**config.mk**
```make
export PLATFORM = sky130hd
export DESIGN_NAME = lock_bridge_flat
export DESIGN_NICKNAME = d
export VERILOG_FILES = /design/src/core/lock_pkg.sv /design/src/core/lock_link_if.sv /design/src/core/lock_wait_timer.sv /design/src/core/lock_bridge.sv /design/src/flat_wrapper.sv
export SDC_FILE = /design/constraint.sdc
export NUM_CORES = 1
export LEC_CHECK = 0
export BUFFER_PORTS_ARGS = -buffer_cell sky130_fd_sc_hd__buf_2
export CAP_MARGIN = 20
export CORE_MARGIN = 2
export CORE_UTILIZATION = 50
export CTS_BUF_LIST = sky130_fd_sc_hd__clkbuf_4 sky130_fd_sc_hd__clkbuf_8
export DETAILED_ROUTE_END_ITERATION = 10
export GPL_TIMING_DRIVEN = 1
export HOLD_SLACK_MARGIN = 0.08
export PLACE_DENSITY = 0.89
export SYNTH_ARGS = -nofsm -noshare
export SYNTH_HDL_FRONTEND = slang
export SYNTH_SLANG_ARGS = --single-unit
export TNS_END_PERCENT = 30
```
**constraint.sdc**
```tcl
create_clock -name i_clock -period 2.5 [get_ports i_clock]
set_input_delay 0.375 -clock i_clock [delete_from_list [all_inputs] [get_ports i_clock]]
set_output_delay 0.375 -clock i_clock [all_outputs]
set_load 0.01 [all_outputs]
```
**src/core/lock_pkg.sv**
```systemverilog
// shared constants, types and helpers for lock forwarding
package lock_pkg;
   // ---------------------------------------------------------------
   // widths and reset values
   // ---------------------------------------------------------------
   localparam int DATA_W = 32;
   localparam int TIMER_W = 8;
   localparam logic [DATA_W-1:0] RDATA_MABORT = 32'hffffffff;
   localparam logic [DATA_W-1:0] RDATA_RST = 32'h00000000;
   localparam logic [TIMER_W-1:0] TIMER_RST = 8'h00;
   localparam logic [TIMER_W-1:0] TIMER_OFF = 8'h00;
   localparam logic [TIMER_W-1:0] TIMER_ONE = 8'h01;

   // ---------------------------------------------------------------
   // types
   // ---------------------------------------------------------------
   typedef enum logic [2:0]
   {
      TERM_NONE = 3'b000,
      TERM_DONE = 3'b001,
      TERM_RETRY = 3'b010,
      TERM_TABORT = 3'b011,
      TERM_MABORT = 3'b100
   } term_t;

   typedef enum logic [2:0]
   {
      B_IDLE = 3'b000,
      B_ADDR = 3'b001,
      B_REQ = 3'b010,
      B_YADDR = 3'b011,
      B_YDATA = 3'b100,
      B_TERM = 3'b101
   } bst_t;

   typedef enum logic [1:0]
   {
      I_IDLE = 2'b00,
      I_ADDR = 2'b01,
      I_ADDR2 = 2'b10,
      I_DATA = 2'b11
   } ist_t;

   // ---------------------------------------------------------------
   // helpers
   // ---------------------------------------------------------------
   function automatic logic is_abort(input term_t t);
      is_abort = (t == TERM_TABORT) || (t == TERM_MABORT);
   endfunction : is_abort

   // a retry before the lock is owned, or any abort, ends the lock
   function automatic logic ends_lock(input term_t t, input logic owned);
      ends_lock = is_abort(t) || ((t == TERM_RETRY) && !owned);
   endfunction : ends_lock
endpackage : lock_pkg

```
**src/core/lock_link_if.sv**
```systemverilog
// initiator bus and target bus signals between the bridge and the far parties
`timescale 1ns/1ps
interface lock_link_if;
   import lock_pkg::*;
   // initiator bus, driven by the initiator
   logic x_frame_n;
   logic x_irdy_n;
   logic x_lock_n;
   logic x_read;
   logic x_cross;
   // initiator bus, driven by the bridge
   term_t x_term;
   logic [DATA_W-1:0] x_rdata;
   // target bus, driven by the bridge
   logic y_req;
   logic y_frame_n;
   logic y_lock_n;
   logic y_read;
   // target bus, driven by arbiter, other masters and target
   logic y_gnt;
   logic y_lock_busy_n;
   term_t y_term;
   logic [DATA_W-1:0] y_rdata;

   modport bridge
   (
      input x_frame_n, x_irdy_n, x_lock_n, x_read, x_cross,
      output x_term, x_rdata,
      output y_req, y_frame_n, y_lock_n, y_read,
      input y_gnt, y_lock_busy_n, y_term, y_rdata
   );

   modport party
   (
      output x_frame_n, x_irdy_n, x_lock_n, x_read, x_cross,
      input x_term, x_rdata,
      input y_req, y_frame_n, y_lock_n, y_read,
      output y_gnt, y_lock_busy_n, y_term, y_rdata
   );
endinterface : lock_link_if

```
**src/core/lock_wait_timer.sv**
```systemverilog
// target wait timer: counts while waiting for the target bus
`timescale 1ns/1ps
module lock_wait_timer
(
   input wire logic i_clock,
   input wire logic i_nrst,
   input wire logic i_run,
   input wire logic [lock_pkg::TIMER_W-1:0] i_limit,
   output logic o_expired
);
   import lock_pkg::*;

   logic [TIMER_W-1:0] cnt_r;
   logic [TIMER_W-1:0] cnt_nxt;
   logic expired_nxt;
   wire at_top = (cnt_r == {TIMER_W{1'b1}});

   assign cnt_nxt = !i_run ? TIMER_RST : (at_top ? cnt_r : cnt_r + TIMER_ONE);
   // zero limit disables the timer
   assign expired_nxt = i_run && (i_limit != TIMER_OFF) && (cnt_nxt >= i_limit);

   always_ff @(posedge i_clock or negedge i_nrst)
   begin
      if (!i_nrst)
      begin
         cnt_r <= TIMER_RST;
         o_expired <= 1'b0;
      end
      else
      begin
         cnt_r <= cnt_nxt;
         o_expired <= expired_nxt;
      end
   end
endmodule : lock_wait_timer

```
**src/core/lock_bridge.sv**
```systemverilog
// bridge end: acquires, holds and releases the target bus lock
`timescale 1ns/1ps
module lock_bridge
(
   input wire logic i_clock,
   input wire logic i_nrst,
   input wire logic i_fwd_busy,
   input wire logic i_mabort_tabort,
   input wire logic [lock_pkg::TIMER_W-1:0] i_wait_limit,
   lock_link_if.bridge lnk,
   output logic o_lock_held,
   output logic o_post_allow
);
   import lock_pkg::*;

   // ---------------------------------------------------------------
   // state
   // ---------------------------------------------------------------
   bst_t st_r;
   bst_t st_nxt;
   logic held_r;
   logic held_nxt;
   logic locked_r;
   logic locked_nxt;
   logic addr_free_r;
   logic addr_free_nxt;
   logic read_r;
   logic read_nxt;
   term_t xterm_r;
   term_t xterm_nxt;
   logic [DATA_W-1:0] rdata_r;
   logic [DATA_W-1:0] rdata_nxt;
   logic yreq_r;
   logic yframe_n_r;
   logic ylock_n_r;
   logic post_r;
   logic tmo;

   // ---------------------------------------------------------------
   // decode
   // ---------------------------------------------------------------
   wire x_idle = lnk.x_frame_n && lnk.x_irdy_n;
   // only transactions that cross toward the far bus are tracked
   wire x_start = (st_r == B_IDLE) && !lnk.x_frame_n && lnk.x_cross;
   // lock high at address, low one phase later
   wire lock_txn = addr_free_r && !lnk.x_lock_n;
   // another master owns the target bus lock
   wire y_taken = !held_r && !lnk.y_lock_busy_n;
   wire acq_refuse = lock_txn && !held_r && (i_fwd_busy || y_taken);
   wire release_req = held_r && (st_r == B_IDLE) && lnk.x_lock_n && x_idle;
   wire y_answer = (st_r == B_YDATA) && (lnk.y_term != TERM_NONE);
   wire y_drop = y_answer && locked_r && ends_lock(lnk.y_term, held_r);
   wire y_gain = y_answer && locked_r && (lnk.y_term == TERM_DONE);
   wire y_mabort = (lnk.y_term == TERM_MABORT);
   // master abort mapped by mode, others returned as they came
   wire term_t mab_term = i_mabort_tabort ? TERM_TABORT : TERM_DONE;
   wire term_t ret_term = y_mabort ? mab_term : lnk.y_term;
   wire [DATA_W-1:0] ret_data = y_mabort ? RDATA_MABORT : lnk.y_rdata;
   wire in_req = (st_r == B_REQ);

   // ---------------------------------------------------------------
   // target wait timer
   // ---------------------------------------------------------------
   lock_wait_timer u_wait
   (
      .i_clock(i_clock),
      .i_nrst(i_nrst),
      .i_run(in_req),
      .i_limit(i_wait_limit),
      .o_expired(tmo)
   );

   // ---------------------------------------------------------------
   // next state
   // ---------------------------------------------------------------
   always_comb
   begin
      st_nxt = st_r;
      held_nxt = held_r;
      locked_nxt = locked_r;
      addr_free_nxt = addr_free_r;
      read_nxt = read_r;
      xterm_nxt = TERM_NONE;
      rdata_nxt = rdata_r;
      case (st_r)
         B_IDLE:
         begin
            if (release_req)
            begin
               held_nxt = 1'b0;
            end
            if (x_start)
            begin
               st_nxt = B_ADDR;
               addr_free_nxt = lnk.x_lock_n;
               read_nxt = lnk.x_read;
            end
         end
         B_ADDR:
         begin
            locked_nxt = lock_txn;
            if (acq_refuse)
            begin
               xterm_nxt = TERM_RETRY;
               st_nxt = B_TERM;
            end
            else
            begin
               st_nxt = B_REQ;
            end
         end
         B_REQ:
         begin
            if (lnk.y_gnt)
            begin
               st_nxt = B_YADDR;
            end
            else if (tmo)
            begin
               xterm_nxt = TERM_RETRY;
               st_nxt = B_TERM;
            end
         end
         B_YADDR:
         begin
            st_nxt = B_YDATA;
         end
         B_YDATA:
         begin
            // every transaction waits for the target, so aborts reach back
            if (y_answer)
            begin
               st_nxt = B_TERM;
               xterm_nxt = ret_term;
               rdata_nxt = ret_data;
               if (y_drop)
               begin
                  held_nxt = 1'b0;
               end
               else if (y_gain)
               begin
                  held_nxt = 1'b1;
               end
            end
         end
         B_TERM:
         begin
            st_nxt = B_IDLE;
         end
         default:
         begin
            st_nxt = B_IDLE;
         end
      endcase
   end

   // ---------------------------------------------------------------
   // target bus outputs
   // ---------------------------------------------------------------
   wire yreq_nxt = (st_nxt == B_REQ) || (st_nxt == B_YADDR) || (st_nxt == B_YDATA);
   wire yframe_n_nxt = (st_nxt != B_YADDR);
   // lock free during address, asserted from the next cycle
   wire ylock_nxt = (locked_nxt && (st_nxt == B_YDATA)) ||
                    (held_nxt && !(locked_nxt && (st_nxt == B_YADDR)));
   wire post_nxt = !ylock_nxt && !held_nxt;

   // ---------------------------------------------------------------
   // registers
   // ---------------------------------------------------------------
   always_ff @(posedge i_clock or negedge i_nrst)
   begin
      if (!i_nrst)
      begin
         st_r <= B_IDLE;
         held_r <= 1'b0;
         locked_r <= 1'b0;
         addr_free_r <= 1'b0;
         read_r <= 1'b0;
         xterm_r <= TERM_NONE;
         rdata_r <= RDATA_RST;
      end
      else
      begin
         st_r <= st_nxt;
         held_r <= held_nxt;
         locked_r <= locked_nxt;
         addr_free_r <= addr_free_nxt;
         read_r <= read_nxt;
         xterm_r <= xterm_nxt;
         rdata_r <= rdata_nxt;
      end
   end

   always_ff @(posedge i_clock or negedge i_nrst)
   begin
      if (!i_nrst)
      begin
         yreq_r <= 1'b0;
         yframe_n_r <= 1'b1;
         ylock_n_r <= 1'b1;
         post_r <= 1'b1;
         o_lock_held <= 1'b0;
      end
      else
      begin
         yreq_r <= yreq_nxt;
         yframe_n_r <= yframe_n_nxt;
         ylock_n_r <= !ylock_nxt;
         post_r <= post_nxt;
         o_lock_held <= held_nxt;
      end
   end

   assign o_post_allow = post_r;
   assign lnk.x_term = xterm_r;
   assign lnk.x_rdata = rdata_r;
   assign lnk.y_req = yreq_r;
   assign lnk.y_frame_n = yframe_n_r;
   assign lnk.y_lock_n = ylock_n_r;
   assign lnk.y_read = read_r;
endmodule : lock_bridge

```
**src/flat_wrapper.sv**
```systemverilog
// flat-port wrapper written by rule: the top's interface ports become plain ports
module lock_bridge_flat import lock_pkg::*;
  (i_clock, i_nrst, i_fwd_busy, i_mabort_tabort, i_wait_limit, o_lock_held, o_post_allow, lnk_x_frame_n, lnk_x_irdy_n, lnk_x_lock_n, lnk_x_read, lnk_x_cross, lnk_x_term, lnk_x_rdata, lnk_y_req, lnk_y_frame_n, lnk_y_lock_n, lnk_y_read, lnk_y_gnt, lnk_y_lock_busy_n, lnk_y_term, lnk_y_rdata);
  lock_link_if lnk_i ();
  input wire logic i_clock;
  input wire logic i_nrst;
  input wire logic i_fwd_busy;
  input wire logic i_mabort_tabort;
  input wire logic [lock_pkg::TIMER_W-1:0] i_wait_limit;
  output logic o_lock_held;
  output logic o_post_allow;
  input wire logic [$bits(lnk_i.x_frame_n)-1:0] lnk_x_frame_n;
  input wire logic [$bits(lnk_i.x_irdy_n)-1:0] lnk_x_irdy_n;
  input wire logic [$bits(lnk_i.x_lock_n)-1:0] lnk_x_lock_n;
  input wire logic [$bits(lnk_i.x_read)-1:0] lnk_x_read;
  input wire logic [$bits(lnk_i.x_cross)-1:0] lnk_x_cross;
  output wire logic [$bits(lnk_i.x_term)-1:0] lnk_x_term;
  output wire logic [$bits(lnk_i.x_rdata)-1:0] lnk_x_rdata;
  output wire logic [$bits(lnk_i.y_req)-1:0] lnk_y_req;
  output wire logic [$bits(lnk_i.y_frame_n)-1:0] lnk_y_frame_n;
  output wire logic [$bits(lnk_i.y_lock_n)-1:0] lnk_y_lock_n;
  output wire logic [$bits(lnk_i.y_read)-1:0] lnk_y_read;
  input wire logic [$bits(lnk_i.y_gnt)-1:0] lnk_y_gnt;
  input wire logic [$bits(lnk_i.y_lock_busy_n)-1:0] lnk_y_lock_busy_n;
  input wire logic [$bits(lnk_i.y_term)-1:0] lnk_y_term;
  input wire logic [$bits(lnk_i.y_rdata)-1:0] lnk_y_rdata;
  assign lnk_i.x_frame_n = lnk_x_frame_n;
  assign lnk_i.x_irdy_n = lnk_x_irdy_n;
  assign lnk_i.x_lock_n = lnk_x_lock_n;
  assign lnk_i.x_read = lnk_x_read;
  assign lnk_i.x_cross = lnk_x_cross;
  assign lnk_x_term = lnk_i.x_term;
  assign lnk_x_rdata = lnk_i.x_rdata;
  assign lnk_y_req = lnk_i.y_req;
  assign lnk_y_frame_n = lnk_i.y_frame_n;
  assign lnk_y_lock_n = lnk_i.y_lock_n;
  assign lnk_y_read = lnk_i.y_read;
  assign lnk_i.y_gnt = lnk_y_gnt;
  assign lnk_i.y_lock_busy_n = lnk_y_lock_busy_n;
  assign lnk_i.y_term = lnk_y_term;
  assign lnk_i.y_rdata = lnk_y_rdata;
  lock_bridge u_core (.i_clock(i_clock), .i_nrst(i_nrst), .i_fwd_busy(i_fwd_busy), .i_mabort_tabort(i_mabort_tabort), .i_wait_limit(i_wait_limit), .lnk(lnk_i), .o_lock_held(o_lock_held), .o_post_allow(o_post_allow));
endmodule
```
==> results of run 1 <==
-- cell type report --
| type | instances | area, sq um | area share (%) |
|---|---|---|---|
| Timing Repair Buffer | 105 | 553 | 17.2 |
| Sequential cell | 55 | 1380 | 43.0 |
| Inverter | 10 | 37.5 | 1.17 |
| Tap cell | 67 | 83.8 | 2.61 |
| Multi-Input combinational cell | 132 | 1070 | 33.3 |
| Clock inverter | 2 | 16.3 | 0.507 |
| Clock buffer | 5 | 68.8 | 2.15 |
-- power groups by stage --
stage	sequential [W]	clock [W]	combinational, W
global placement	0.00143	0	0.00130
detailed placement	0.00145	0	0.00135
CTS	0.00144	0.000497	0.00135
finish	0.00144	0.000478	0.00138
global route	0.00148	0.000530	0.00151
floorplan	0.00156	0	0.000736
-- cells by family (layout without fill, tap and decap cells) --
logic type	count (synthesis)	after routing	synth area share (%)
AOI/OAI and AO/OA	62	62	20.5
xor gates and xnor gates	2	2	0.696
adders and majority gates	9	9	4.48
buffers and inverters	21	122	4.33
DFF	55	55	54.8
muxes	5	5	2.14
and+or+nand+nor	54	54	13.0
-- metrics by stage --
stage	TNS [ps]	worst slack (ps)	cell area (sq um)	cells
detailed placement	0	42.4	3060	365
floorplan	0	176	2520	208
CTS	0	22.7	3140	372
finish	0	138	3210	376
global placement	0	136	3060	365
global route	-30.9	-30.9	3210	376
-- how the worst max path moves through the flow --
| stage | to | slack [ps] | cells after the start |
|---|---|---|---|
| after global placement | u_core.u_wait.o_expired | 140 | 10 |
| after global routing | u_core.u_wait.o_expired | -30 | 11 |
| final | u_core.u_wait.o_expired | 140 | 11 |
| after floorplan | u_core.u_wait.o_expired | 180 | 11 |
| after detailed placement | u_core.u_wait.o_expired | 40 | 10 |
| after CTS | u_core.u_wait.o_expired | 20 | 10 |
-- worst max-delay path: cells and delay by family (launching register included) --
| family | cells | cell delay, ps |
|---|---|---|
| flops | 1 | 400 |
| compound gates | 3 | 540 |
| xor+xnor | 1 | 180 |
| simple gates | 5 | 630 |
| fa+ha+maj | 2 | 510 |
-- layer usage --
layer	global-route usage (%)	vias to the layer above	share of wire, %
li1	-	966	-
met1	27.0	1021	40
met2	36.5	74	53
met3	5.22	4	6.3
met4	5.56	0	0.85
met5	0	-	0
-- what timing repair did --
item / CTS / global route
endpoints found under the setup margin: 0 / 1
buffers inserted: 0 / 4
endpoints found under the hold margin: 0 / 0
gates resized for setup: 0 / 7
-- flip-flops by register name (all words and copies together) (netlist names) --
signal	count
u_core.lnk.y_lock_n	1
u_core.lnk.y_read	1
u_core.o_post_allow	1
u_core.held_r	1
u_core.u_wait.cnt_r	8
u_core.addr_free_r	1
u_core.lnk.y_frame_n	1
u_core.u_wait.o_expired	1
u_core.st_r	3
u_core.lnk.y_req	1
u_core.lnk.x_rdata	32
u_core.lnk.x_term	3
u_core.locked_r	1
-- cell usage in the layout (no fill, tap or decap), types with 3 or more instances in the layout --
cell type / n
a21oi_1: 6
buf_2: 94
buf_4: 11
clkbuf_8: 5
dfrtp_1: 52
dfstp_2: 3
ha_1: 8
inv_1: 10
mux2_2: 3
nand2_1: 9
nand3_1: 6
nand4_1: 3
nor2_1: 13
nor2b_1: 4
o21ai_0: 5
o22a_1: 32
==> impl_metrics.yaml, run 1 <==
setup_path:
  r2r_cells: 11
  r2r-start: "u_core.u_wait.cnt_r[0]"
  worstSetupEndpointType: "register"
  startpoint: "u_core.u_wait.cnt_r[0]"
  max_stage_delay_ps: 400
  slowest_stage: "dfrtp_1"
  required_ps: 2690
  cp_max_fo: 4
  critPathKind: "register to register"
  r2r-end: "u_core.u_wait.o_expired"
  cp_cell_sequence: "ha_2 -> and3_4 -> nand4_1 -> xor2_1 -> nand2_1 -> ha_1 -> nand2b_4 -> a21o_1 -> a21oi_2 -> nor2_1 -> o221a_2"
  r2r_setup_slack_ps: 140
  cp.arrival_ps: 2550
  critPathLaunchType: "register"
cells_and_area:
  insertedDiodeCount: 0
  nets: 372
  syn_to_final_growth_pct: 27.4
  fillers: 362
  final_core_util_pct: 67.0
  drive_gt1_share_pct: 43.7
clock_tree:
  clock_latency_ps: 300
  htree_levels: 2
  max-clock-path-buffers: 2
  cts.sinks: 55
  clock-root-buffer: "clkbuf_8"
  cts_buffers: 5
  clkTransAtPathRegs_ps: 100
  cts_tree: "built"
  holdBufCountCts: 0
timing:
  finalCriticalPeriod_ps: 2360
  worstMarginPinSlew_ps: 652
  fin_skew_ps: 3.75
  clock.fmax_ghz: 0.423
  whs_ps: 96.6
  setup-violations-final: 0
  period_share_pct: 94.5
  drv_slew: 0
  relSlewSlack_pct: 56.5
  finalHoldViolCount: 0
place:
  numPortBuffers: 94
  gp_congestion: 0.842
  hpwl_mm: 4.24
power:
  powerDensity_nw_per_um2: 1030
  p_seq_share_pct: 43.6
  finalPower_w: 0.00330
  vdd_drop_max_mv: 0.642
  pwr-share-clk_pct: 14.5
  combPwrFrac_pct: 41.9
  p_int_w: 0.00214
  p_sw_share_pct: 35.2
  p_sw_w: 0.00116
  p_leak_nw: 1.53
detailed_routing:
  wl_mm: 5.64
  wl_per_cell_um: 15.0
  vias_per_cell: 5.49
  drc_errors: 0
  drt-initial-drc-count: 144
  routed-via-count: 2065
  ant_nets: 0
  drt_pre_antenna_iters: 6
global_route:
  grt_pass1_wl_mm: 9.12
  grt_max_degree: 34
  antenna_found_initial: 0
  grt_use_total_pct: 21.2
  overflow: 0
  grt_pass1_vias: 2006
floorplanning:
  dieArea_sq_um: 5620
  fp-row-count: 25
  dieWidth_um: 74.9
  core_area_sq_um: 4790
  num_io_pins: 95
  start_util_pct: 52.6
  die_h_um: 74.9
synthesis:
  netlist_area_sq_um: 2520
  yosys_warnings: 0
  synthFlopType: "dfrtp_1"
  synthArstFlopShare_pct: 100
  syn-mean-instance-area_sq_um: 12.1
  synth_nets: 271
  ys_ff_latch: 55
  synth-edff-count: 0
  yosysTopAreaCell: "dfrtp_1"
  synth_cell_type_count: 47
  yosysMostFrequentCell: "dfrtp_1"
  synth_common_cells: "dfrtp_1, o22a_1, nor2_1"
  synth-seq-area-share_pct: 54.8
  synth_area_leaders: "dfrtp_1, o22a_1, ha_1"
  syn_inst: 208
  yosysTopAreaCellShare_pct: 51.7
flow_run:
  drv_cap: 0
worst_hold_path:
  min_path_type: "input port to asynchronous set/reset pin"
run_status:
  status: "finished, final reports clean"
No activity file was read; power rests on OpenSTA's default activity.
==> inputs of run 2 (changes only) <==
--- a/config.mk
+++ b/config.mk
@@ -7,7 +7,7 @@
 export LEC_CHECK = 0
 export BUFFER_PORTS_ARGS = -buffer_cell sky130_fd_sc_hd__buf_2
 export CAP_MARGIN = 20
-export CORE_MARGIN = 2
+export CORE_MARGIN = 3
 export CORE_UTILIZATION = 50
 export CTS_BUF_LIST = sky130_fd_sc_hd__clkbuf_4 sky130_fd_sc_hd__clkbuf_8
 export DETAILED_ROUTE_END_ITERATION = 10
==> run 2 against run 1 <==
  * Clock power up 4%
  * Critical endpoint unchanged
  * Clock skew up 3.5 ps
  * Highest routed layer unchanged
  * Largest power group unchanged
  * Global-route usage down 1.8 points
  * Sequential power about the same
  * Largest cell class unchanged
==> impl_metrics.yaml, run 2 (synthesis results as in run 1) <==
run_status:
  status: "finished, final reports clean"
detailed_routing:
  vias_per_cell: 5.46
  wl_per_cell_um: 14.7
  ant_nets: 0
  wl_mm: 5.59
  routed-via-count: 2080
  drt-initial-drc-count: 192
  drt_pre_antenna_iters: 4
  drc_errors: 0
cells_and_area:
  drive_gt1_share_pct: 43.3
  largest_reg_flops: 32
  syn_to_final_growth_pct: 28.6
  fin_area_sq_um: 3240
  insertedDiodeCount: 0
  stdcell_count: 381
  final_common_cell: "buf_2"
  final_cell_mix: "buf_2, dfrtp_1, o22a_1, buf_4, nor2_1"
  nets: 376
setup_path:
  r2r_setup_slack_ps: 70
  critPathTopFamily: "compound AO/OA/AOI/OAI gates"
  critPathKind: "register to register"
  crit_path_frequent_cell: "nand4_1"
  cp.buffers_inverters: 1
  cp.arrival_ps: 2630
  required_ps: 2700
  cp_max_fo: 5
  critPathLaunchType: "register"
  worstSetupEndpointType: "register"
  slowest_stage: "dfrtp_1"
  cp_cell_sequence: "ha_4 -> and3_4 -> nand4_1 -> buf_4 -> a31oi_2 -> ha_1 -> nand4_1 -> nand2_1 -> a211o_1 -> o221a_2"
  max_stage_delay_ps: 410
global_route:
  antenna_found_initial: 0
  overflow: 0
  grt_pass1_vias: 2029
  grt_use_total_pct: 19.4
  grt_pass1_wl_mm: 9.35
  grt_max_degree: 34
timing:
  rsz0062_at_grt: "yes"
  finalCriticalPeriod_ps: 2430
  clock.fmax_ghz: 0.412
  setup_ws_ps: 72.9
  worstMarginPinSlew_ps: 379
  setup-violations-final: 0
  relSlewSlack_pct: 74.4
  whs_ps: 265
  period_share_pct: 97.1
  fin_skew_ps: 7.25
  finalHoldViolCount: 0
  setup_tns_ps: 0
  drv_slew: 0
power:
  vdd_drop_max_mv: 0.657
  p_sw_w: 0.00116
  pwr-share-clk_pct: 15.0
  combPwrFrac_pct: 42.2
  p_int_w: 0.00215
  powerDensity_nw_per_um2: 1020
  p_sw_share_pct: 35.0
  p_leak_nw: 1.55
  p_seq_share_pct: 42.7
place:
  dp_cells: 369
  pre_cts_slack_ps: 50.3
  gp_congestion: 0.855
  hpwl_mm: 4.32
  numPortBuffers: 94
  place_area_sq_um: 3090
clock_tree:
  clock_latency_ps: 300
  htree_levels: 2
  cts_buffers: 5
  clkTransAtPathRegs_ps: 100
  cts.sinks: 55
  cts_tree: "built"
  max-clock-path-buffers: 2
  clock-root-buffer: "clkbuf_8"
worst_hold_path:
  min_path_type: "input port to register"
floorplanning:
  core_area_sq_um: 4790
  fp-row-count: 25
  start_util_pct: 52.6
  num_io_pins: 95
  dieWidth_um: 76.9
  die_h_um: 76.9
  dieArea_sq_um: 5920
flow_run:
  drv_cap: 0
==> run 2: final cells by class <==
class                           instances  area (sq um)
Tap cell                               67          83.8
Timing Repair Buffer                  109           586
Inverter                               10          37.5
Clock buffer                            5          68.8
Fill cell                             364          1550
Multi-Input combinational cell        132          1060
Clock inverter                          3          22.5
Sequential cell                        55          1380
==> run 2: timing repair <==
item | 4_1_cts | 5_1_grt
buffers inserted | 0 | 3
endpoints found under the hold margin | 13 | 0
setup endpoints to repair | 0 | 1
hold buffers | 1 | 0
gates resized for setup | 0 | 5
==> run 2: path summary, 6_finish.rpt <==
path                                        start  cells after the start                      end
hold reg to reg            u_core.lnk.x_rdata[24]                      1   u_core.lnk.x_rdata[24]
max in group asynchronous                  i_nrst                      3   u_core.lnk.x_rdata[14]
setup reg to reg           u_core.u_wait.cnt_r[1]                     10  u_core.u_wait.o_expired
hold / removal                    lnk_y_rdata[12]                      2   u_core.lnk.x_rdata[12]
setup / recovery           u_core.u_wait.cnt_r[1]                     10  u_core.u_wait.o_expired
min in group asynchronous                  i_nrst                      2   u_core.lnk.x_rdata[25]
==> run 2: worst register-to-register path: stages, from the launching register on <==
cell,delay [ps]
dfrtp_1,410
ha_4,160
and3_4,190
nand4_1,230
buf_4,230
a31oi_2,200
ha_1,270
nand4_1,90
nand2_1,70
a211o_1,230
o221a_2,240
==> run 2: per-layer routing <==
metal / wire [um] / global-route usage, % / up-vias / part of all wire, %
met4: 168 / 7.79 / 0 / 3.0
met5: 0 / 0 / - / 0
met2: 2830 / 32.1 / 87 / 51
li1: - / - / 981 / -
met1: 2200 / 23.8 / 994 / 39
met3: 389 / 5.63 / 18 / 7.0
==> run 2: metrics by stage <==
stage	power, W	util, %
6_report	0.00331	67.6
5_1_grt	0.00355	67.6
4_1_cts	0.00332	66.6
3_5_place_dp	0.00282	64.5
3_3_place_gp	0.00276	64.5
2_1_floorplan	0.00230	-
==> run 2: power by group through the flow <==
stage / Sequential, W / Clock [W] / Combinational (W)
after floorplan: 0.00156 / 0 / 0.000736
after global placement: 0.00141 / 0 / 0.00135
after detailed placement: 0.00143 / 0 / 0.00139
after CTS: 0.00141 / 0.000510 / 0.00140
after global routing: 0.00147 / 0.000553 / 0.00154
final: 0.00142 / 0.000497 / 0.00140
